$ cat config.mk
export PLATFORM = sky130hd
export DESIGN_NAME = flash_program_control
export DESIGN_NICKNAME = d
export VERILOG_FILES = /design/src/rtl/flash_ctl_pkg.sv /design/src/rtl/flash_program_control.sv
export VERILOG_INCLUDE_DIRS = /design/src /design/src/rtl
export SDC_FILE = /design/constraint.sdc
export NUM_CORES = 2
export LEC_CHECK = 0
export ABC_AREA = 0
export BUFFER_PORTS_ARGS = -buffer_cell sky130_fd_sc_hd__buf_2
export CAP_MARGIN = 5
export CORE_MARGIN = 4
export CORE_UTILIZATION = 30
export DETAILED_ROUTE_END_ITERATION = 10
export SKIP_CTS_REPAIR_TIMING = 1
export SLEW_MARGIN = 20
export SYNTH_ARGS = -nofsm -noshare
export SYNTH_HDL_FRONTEND = slang
export SYNTH_SLANG_ARGS = --single-unit
$ cat constraint.sdc
create_clock -name clk_in -period 3.9 [get_ports clk_in]
set_input_delay 0.39 -clock clk_in [delete_from_list [all_inputs] [get_ports clk_in]]
set_output_delay 0.39 -clock clk_in [all_outputs]
set_load 0.01 [all_outputs]
$ cat src/rtl/flash_ctl_defs.svh
// Constants for the program flash control block
`ifndef FLASH_CTL_DEFS_SVH
`define FLASH_CTL_DEFS_SVH
`define FC_BUSY_BIT        0
`define FC_MOD_LSB         1
`define FC_MAP_BIT         3
`define FC_KEY_LSB         4
`define FC_RESET           8'h00
`define FC_KEY_FIRST       4'h5
`define FC_KEY_SECOND      4'ha
`define FC_LATCH_TOP       16'h7fff
`define FC_BOOT_BASE       16'hf400
`define FC_SPARE_LOADER_ROW_BASE       16'hff80
`define FC_SEC_ADDR        16'h0000
`define FC_SEC_SW_MASK     8'hf0
`define FC_PROG_TIME_US    10000
`define FC_CLK_MHZ         20
`define FC_PROG_CYCLES     (`FC_PROG_TIME_US * `FC_CLK_MHZ)
`define FC_PAGE_BYTES      128
`endif

$ cat src/rtl/flash_ctl_pkg.sv
// Types for the program flash control block
package flash_ctl_pkg;
    typedef enum logic [1:0] {
        SP_USER = 2'b00,
        SP_SPARE_LOADER_ROW = 2'b01,
        SP_SEC  = 2'b10,
        SP_RSVD = 2'b11
    } space_t;
    typedef enum logic [1:0] {
        ST_IDLE  = 2'b00,
        ST_ARMED = 2'b01,
        ST_ERASE = 2'b10,
        ST_PROG  = 2'b11
    } state_t;
    typedef struct packed {
        logic        wr;
        logic [15:0] addr;
        logic [7:0]  data;
    } xwrite_t;
    typedef struct packed {
        state_t      st;
        logic [3:0]  key;
        logic        map;
        space_t      space;
        logic        boot_map;
        logic [7:0]  page;
        logic [127:0] loaded;
        logic [127:0][7:0] latch;
        logic [17:0] cnt;
        logic [6:0]  idx;
        logic        busy;
        logic        idle;
        logic        mem_we;
        logic        mem_erase;
        space_t      mem_space;
        logic [14:0] mem_addr;
        logic [7:0]  mem_data;
        logic        xram_we;
        logic        ram_en;
    } ctl_state_t;
endpackage

$ cat src/rtl/flash_program_control.sv
// Program flash control: latch buffer, mapping and keyed programming sequencer
// How it works
// - Main array is up to 32 Kbytes in 128-byte pages of code
// - Boot space map bit places 3 Kbyte boot array at F400h-FFFFh
// - A separate 128-byte spare loader row lives in the main flash
// - Security byte: software writes upper nibble only, lower nibble read-only
// - One-page column latch buffer feeds array, spare row and security byte
// - After reset the user array is reached by code reads only
// - With latch map set and no programming running, data writes 0000h-7FFFh land in the latch
// - Address bits 6:0 pick the byte, bits 14:7 pick the page
// - Latch map bit wins over the external RAM select bit
// - Space select: 00 user, 01 spare row FF80h, 10 security 0000h, 11 reserved
// - Programming starts only on key 5 then key A
// - After the key, program latch into selected space; 11 or 5 alone do nothing
// - Once launched, flash is busy and supplies no instruction fetches
// - CPU held idle during programming, released automatically at the end
// - Only the main flash is programmable in system, never the boot array
// - Busy flag is set and cleared by hardware only
// - Loaded locations are erased first, then programmed
// - Target page is taken from the last latch write
`timescale 1ns/1ps
`include "flash_ctl_defs.svh"
module flash_program_control (
    // Clock and reset
    input  wire logic                  clk_in,
    input  wire logic                  rst_in,
    // Control register write port
    input  wire logic                  ctl_wr_in,
    input  wire logic [7:0]            ctl_data_in,
    input  wire logic                  boot_wr_in,
    input  wire logic                  boot_space_map_in,
    input  wire logic                  ext_ram_select_in,
    // Data space write
    input  wire flash_ctl_pkg::xwrite_t xwr_in,
    // Code space read address
    input  wire logic [15:0]           code_addr_in,
    // Status and routing
    output logic [7:0]                 flash_control_reg_out,
    output logic                       prog_in_progress_out,
    output logic                       cpu_idle_out,
    output logic                       fetch_block_out,
    output logic                       boot_sel_out,
    output logic                       sec_sel_out,
    output logic                       spare_loader_row_sel_out,
    output logic                       xram_we_out,
    output logic                       ram_en_out,
    // Flash array write port
    output logic                       mem_we_out,
    output logic                       mem_erase_out,
    output flash_ctl_pkg::space_t      mem_space_out,
    output logic [14:0]                mem_addr_out,
    output logic [7:0]                 mem_data_out
);
    flash_ctl_pkg::ctl_state_t s_r, s_nxt;
    logic boot_sel_r, sec_sel_r, spare_loader_row_sel_r;
    logic [17:0] prog_cnt;
    assign prog_cnt = 18'(`FC_PROG_CYCLES);

    // Next state of the block, apart from the code-space select flops
    always_comb begin
        s_nxt = s_r;
        s_nxt.mem_we = 1'b0;
        s_nxt.mem_erase = 1'b0;
        s_nxt.xram_we = 1'b0;
        s_nxt.ram_en = 1'b0;
        if (boot_wr_in) begin
            s_nxt.boot_map = boot_space_map_in;
        end
        // Latch loading while mapped, ahead of external RAM
        if (xwr_in.wr && s_r.map && xwr_in.addr <= `FC_LATCH_TOP && !s_r.busy) begin
            s_nxt.latch[xwr_in.addr[6:0]] = xwr_in.data;
            s_nxt.loaded[xwr_in.addr[6:0]] = 1'b1;
            s_nxt.page = xwr_in.addr[14:7];
        end else if (xwr_in.wr) begin
            s_nxt.xram_we = ext_ram_select_in;
            s_nxt.ram_en = !ext_ram_select_in;
        end
        // Control register writes; busy bit is never software writable
        if (ctl_wr_in && !s_r.busy) begin
            s_nxt.key = ctl_data_in[`FC_KEY_LSB +: 4];
            s_nxt.map = ctl_data_in[`FC_MAP_BIT];
            s_nxt.space = flash_ctl_pkg::space_t'(ctl_data_in[`FC_MOD_LSB +: 2]);
        end
        case (s_r.st)
            flash_ctl_pkg::ST_IDLE: begin
                if (ctl_wr_in && ctl_data_in[7:4] == `FC_KEY_FIRST) begin
                    s_nxt.st = flash_ctl_pkg::ST_ARMED;
                end
            end
            flash_ctl_pkg::ST_ARMED: begin
                if (ctl_wr_in) begin
                    if (ctl_data_in[7:4] == `FC_KEY_SECOND &&
                        ctl_data_in[2:1] != 2'b11) begin
                        s_nxt.st = flash_ctl_pkg::ST_ERASE;
                        s_nxt.busy = 1'b1;
                        s_nxt.idle = 1'b1;
                        s_nxt.idx = 7'h00;
                        s_nxt.cnt = 18'h00000;
                    end else if (ctl_data_in[7:4] != `FC_KEY_FIRST) begin
                        s_nxt.st = flash_ctl_pkg::ST_IDLE;
                    end
                end
            end
            flash_ctl_pkg::ST_ERASE, flash_ctl_pkg::ST_PROG: begin
                // Walk loaded latch bytes, erase pass then program pass
                // Wait phase parks on the last byte with cnt running; no pulses then
                if (s_r.loaded[s_r.idx] && s_r.cnt == 18'h00000) begin
                    s_nxt.mem_erase = (s_r.st == flash_ctl_pkg::ST_ERASE);
                    s_nxt.mem_we = (s_r.st == flash_ctl_pkg::ST_PROG);
                    s_nxt.mem_space = s_r.space;
                    s_nxt.mem_addr = {s_r.page, s_r.idx};
                    s_nxt.mem_data = (s_r.space == flash_ctl_pkg::SP_SEC) ?
                        (s_r.latch[s_r.idx] & `FC_SEC_SW_MASK) : s_r.latch[s_r.idx];
                end
                s_nxt.idx = s_r.idx + 7'h01;
                if (s_r.idx == 7'h7f) begin
                    s_nxt.st = (s_r.st == flash_ctl_pkg::ST_ERASE) ?
                        flash_ctl_pkg::ST_PROG : flash_ctl_pkg::ST_ERASE;
                    if (s_r.st == flash_ctl_pkg::ST_PROG) begin
                        s_nxt.st = flash_ctl_pkg::ST_PROG;
                        s_nxt.idx = 7'h7f;
                        s_nxt.cnt = s_r.cnt + 18'h00001;
                        if (s_r.cnt >= prog_cnt) begin
                            s_nxt.st = flash_ctl_pkg::ST_IDLE;
                            s_nxt.busy = 1'b0;
                            s_nxt.idle = 1'b0;
                            s_nxt.loaded = '0;
                            s_nxt.key = 4'h0;
                        end
                    end
                end
            end
            default: s_nxt.st = flash_ctl_pkg::ST_IDLE;
        endcase
    end

    // State register
    always_ff @(posedge clk_in) begin
        if (rst_in) begin
            s_r <= '0;
            boot_sel_r <= 1'b0;
            sec_sel_r <= 1'b0;
            spare_loader_row_sel_r <= 1'b0;
        end else begin
            s_r <= s_nxt;
            boot_sel_r <= s_nxt.boot_map && code_addr_in >= `FC_BOOT_BASE;
            spare_loader_row_sel_r <= s_nxt.space == flash_ctl_pkg::SP_SPARE_LOADER_ROW &&
                          code_addr_in >= `FC_SPARE_LOADER_ROW_BASE;
            sec_sel_r <= s_nxt.space == flash_ctl_pkg::SP_SEC &&
                         code_addr_in == `FC_SEC_ADDR;
        end
    end

    // Outputs straight from flops
    assign flash_control_reg_out = {s_r.key, s_r.map, s_r.space, s_r.busy};
    assign prog_in_progress_out = s_r.busy;
    assign fetch_block_out = s_r.busy;
    assign cpu_idle_out = s_r.idle;
    assign boot_sel_out = boot_sel_r;
    assign sec_sel_out = sec_sel_r;
    assign spare_loader_row_sel_out = spare_loader_row_sel_r;
    assign xram_we_out = s_r.xram_we;
    assign ram_en_out = s_r.ram_en;
    assign mem_we_out = s_r.mem_we;
    assign mem_erase_out = s_r.mem_erase;
    assign mem_space_out = s_r.mem_space;
    assign mem_addr_out = s_r.mem_addr;
    assign mem_data_out = s_r.mem_data;

    // Checks
    property p_busy_idle;
        @(posedge clk_in) disable iff (rst_in) prog_in_progress_out == cpu_idle_out;
    endproperty
    a_busy_idle: assert property (p_busy_idle) else $error("idle not tied to busy");
    property p_launch;
        @(posedge clk_in) disable iff (rst_in)
        (s_r.st == flash_ctl_pkg::ST_ARMED && ctl_wr_in && ctl_data_in[7:4] == 4'ha
         && ctl_data_in[2:1] != 2'b11) |=> prog_in_progress_out;
    endproperty
    a_launch: assert property (p_launch) else $error("key did not launch");
    property p_no_lone;
        @(posedge clk_in) disable iff (rst_in)
        (s_r.st == flash_ctl_pkg::ST_IDLE && !s_r.busy) |=> !prog_in_progress_out;
    endproperty
    a_no_lone: assert property (p_no_lone) else $error("launch without key 5");
    property p_rsvd;
        @(posedge clk_in) disable iff (rst_in)
        (ctl_wr_in && ctl_data_in[2:1] == 2'b11 && !s_r.busy) |=> !prog_in_progress_out;
    endproperty
    a_rsvd: assert property (p_rsvd) else $error("reserved space launched");
    property p_sw_no_clear;
        @(posedge clk_in) disable iff (rst_in)
        (s_r.busy && s_r.st == flash_ctl_pkg::ST_ERASE) |=> prog_in_progress_out;
    endproperty
    a_sw_no_clear: assert property (p_sw_no_clear) else $error("busy dropped early");
    property p_latch;
        @(posedge clk_in) disable iff (rst_in)
        (xwr_in.wr && s_r.map && !xwr_in.addr[15] && !s_r.busy) |=>
        (s_r.page == $past(xwr_in.addr[14:7]) && !xram_we_out);
    endproperty
    a_latch: assert property (p_latch) else $error("latch write misrouted");
    property p_sec_mask;
        @(posedge clk_in) disable iff (rst_in)
        (mem_we_out && mem_space_out == flash_ctl_pkg::SP_SEC) |-> mem_data_out[3:0] == 4'h0;
    endproperty
    a_sec_mask: assert property (p_sec_mask) else $error("security low nibble written");
    property p_order;
        @(posedge clk_in) disable iff (rst_in)
        mem_we_out |-> s_r.st == flash_ctl_pkg::ST_PROG;
    endproperty
    a_order: assert property (p_order) else $error("program before erase pass");
    // No repeated array writes while the program time runs out
    property p_wait_quiet;
        @(posedge clk_in) disable iff (rst_in)
        (s_r.st == flash_ctl_pkg::ST_PROG && s_r.cnt != 18'h00000) |=> !mem_we_out;
    endproperty
    a_wait_quiet: assert property (p_wait_quiet) else $error("write in wait phase");
    // Fetches blocked exactly while busy
    property p_fetch;
        @(posedge clk_in) disable iff (rst_in) fetch_block_out == prog_in_progress_out;
    endproperty
    a_fetch: assert property (p_fetch) else $error("fetch block not tied to busy");
    // Erase pulses only inside a busy window
    property p_erase_busy;
        @(posedge clk_in) disable iff (rst_in) mem_erase_out |-> prog_in_progress_out;
    endproperty
    a_erase_busy: assert property (p_erase_busy) else $error("erase while not busy");
    // Busy drops once the program time has elapsed
    property p_done;
        @(posedge clk_in) disable iff (rst_in)
        (s_r.busy && s_r.cnt >= prog_cnt) |=> !prog_in_progress_out;
    endproperty
    a_done: assert property (p_done) else $error("busy held past program time");
endmodule // flash_program_control
==> metrics <==
status finished with violations; failing checks hold timing; Register Area 24600 um2; Detailed Route Iter0 Violations 4974; TritonCTS clock tree yes; clk sink count 1228; most common cell after layout, fill and taps aside nand2_1; Cells after Synth 6310; clk slew on worst S/H paths 0.06 ns; Reg2Reg Depth 9; Area contributors post-synth dfxtp_1 47%, nand2_1 16%, a21oi_1 10%, mux4_2 10%, nor2_1 3.3%; first-pass GRT wire length 271000 um; Static Leakage 18.6 nW; Cell Chain, Critical Path buf_12 > buf_12 > buf_4 > mux4_2 > o22ai_2 > or4b_4 > a2111oi_4 > o221a_2 > nor3_1; vias per std cell 5.32; vias in the first global route 43300; Post-DP HPWL 119000 um; Core Footprint 174000 um2; Worst Path Arrival 4.11 ns; total wire length 182000 um; top_reg_cell synth dfxtp_1; GRT overflow 0; die width 426 um; Worst VDD drop 373 uV; Cell Rows 153; Fillers 17700; H-tree depth 4; worst hold stages 3; library cells used by synthesis 74; crit path max fanout 20; Hold Path Origin ctl_data_in[1]; total power 25.7 mW; Hold WS -0.0116 ns; Syn-to-layout area delta 14.2%; WL/cell 20.9 um; Vias 46300; Clock Tree Root clkbuf_16; WP depth 9; layout cell share with drive strength beyond 1 11.4%; Top cell by count, worst path buf_12; post-synthesis register bit count 1228; pwr dens 431 nW/um2; Remaining DRCs 0; commonest cells after routing, fill and taps aside 2258 x nand2_1, 1222 x dfxtp_1, 1083 x a21oi_1, 458 x nor2_1, 237 x mux4_2; slowest stage delay, CP 0.66 ns; Total GRT Usage 19.4%; DP Cell Count 8448; largest net degree at the start of global routing 230; Setup Skew 0.0219 ns; Slew @ Worst Pin 1.12 ns; routability cong. 0.925; Die Y 426 um; fmax 284 MHz; share of the synthesized area in the top cell type 47.0%; Worst Setup End Kind register; total die area 181000 um2; Inserted Clock Buffers 134; Critical Path RT 4.48 ns; Hold Path Class in2reg; CP max-delay cell dfxtp_4; antenna violations before repair 9; clk_lat worst skew 0.77 ns; Mapped Area 52300 um2; First-pass DRT Iterations 8; Hold Fails Final Rpt 1; CP delay by family, top compound AO/OA/AOI/OAI gates; post-synth top area cell dfxtp_1; Synth Area per Inst 8.29 um2; number of synthesized flops with an enable pin 0; Slew Viols, Final 0; unrepaired setup endpoints after global routing false; I/O pin cnt 98; Slew headroom 25.1%; Final min period 3.53 ns; Multi-input gate area 25700 um2; # setup viols final 0; YS warnings 0; Fin Setup TNS 0 ns; PortBufs 96; worst r2r src s_r[31]; Max-cap violations 0; Critical Path Start s_r[31]; Seq/Total Area, Yosys 47.0%; FFs w/ async S/R, synth 0%; Total Nets Final 6345; fin cells 8717; Worst Path Buf+Inv 3; Routed Antenna Nets 0; Initial Utilization 30.1%; net count after synthesis 6368; crit path kind reg2reg; CTS max path bufs 3; R2R setup slack 0.37 ns; Final period util 90.4%; Critical Path Source Type register
synthesized netlist by cell type, types with 14 or more instances:
library cell  instances
o21ai_0              41
nand2_1            2259
buf_6                19
mux4_1               14
nor2_1              460
nand4_1              17
buf_2                39
o22ai_1              25
a211oi_1             25
mux2_2               17
a2111oi_0            18
nor2b_1              41
mux2i_1              61
nor3_1               46
buf_4                62
nand2b_1             17
nor4_1               16
dfxtp_1            1228
a21oi_1            1084
clkbuf_1            306
mux4_2              237
o221ai_1             14
nand3_1              49
a22oi_1              42
power by group:
part	internal, mW	total, mW	switching (mW)
registers	12.6	12.6	0.00766
logic	0.123	0.696	0.572
clock network	7.22	12.5	5.27
per-layer routing:
layer	part of all wire, %	vias to the layer above	global-route usage [%]
li1	-	21400	-
met4	4.2	2	8.10
met3	9.0	366	3.72
met1	42	22400	25.8
met2	45	2151	30.6
met5	0.0099	-	0
per-stage QoR:
stage	utilization, %	setup WS [ns]	instance area [um2]
after global routing	34.4	0.283	59700
after detailed placement	31.8	0.444	55200
after CTS	34.2	0.423	59400
final	34.4	0.375	59800
after floorplan	-	1.21	52300
after global placement	31.8	0.486	55200
worst paths after layout:
check | end
max | mem_data_out[4]
min | flash_control_reg_out[1]
max reg2reg | mem_data_out[4]
min reg2reg | register
worst register-to-register path: stages, from the launching register on:
cell       delay [ns]
dfxtp_4          0.66
buf_12           0.29
buf_12           0.19
buf_4            0.22
mux4_2           0.31
o22ai_2          0.11
or4b_4           0.55
a2111oi_4        0.66
o221a_2          0.29
nor3_1           0.05
logic make-up after synthesis:
| group | after synthesis | share of synthesized area [%] |
|---|---|---|
| AOI/OAI and AO/OA | 1337 | 14.0 |
| xor gates and xnor gates | 16 | 0.268 |
| adders and majority gates | 3 | 0.0717 |
| buffers and inverters | 447 | 4.08 |
| DFF | 1228 | 47.0 |
| muxes | 329 | 12.4 |
| and+or+nand+nor | 2950 | 22.1 |
area by class of cell:
cell class | instances | area share, %
inverter | 11 | 0.0691
antenna | 5 | 0.0209
clock buffer | 202 | 6.57
tap | 2325 | 4.87
multi-input combinational | 4635 | 42.9
timing repair buffer | 277 | 3.80
sequential | 1228 | 41.2
clock inverter | 34 | 0.559
Power figures use the tool's default switching activity.
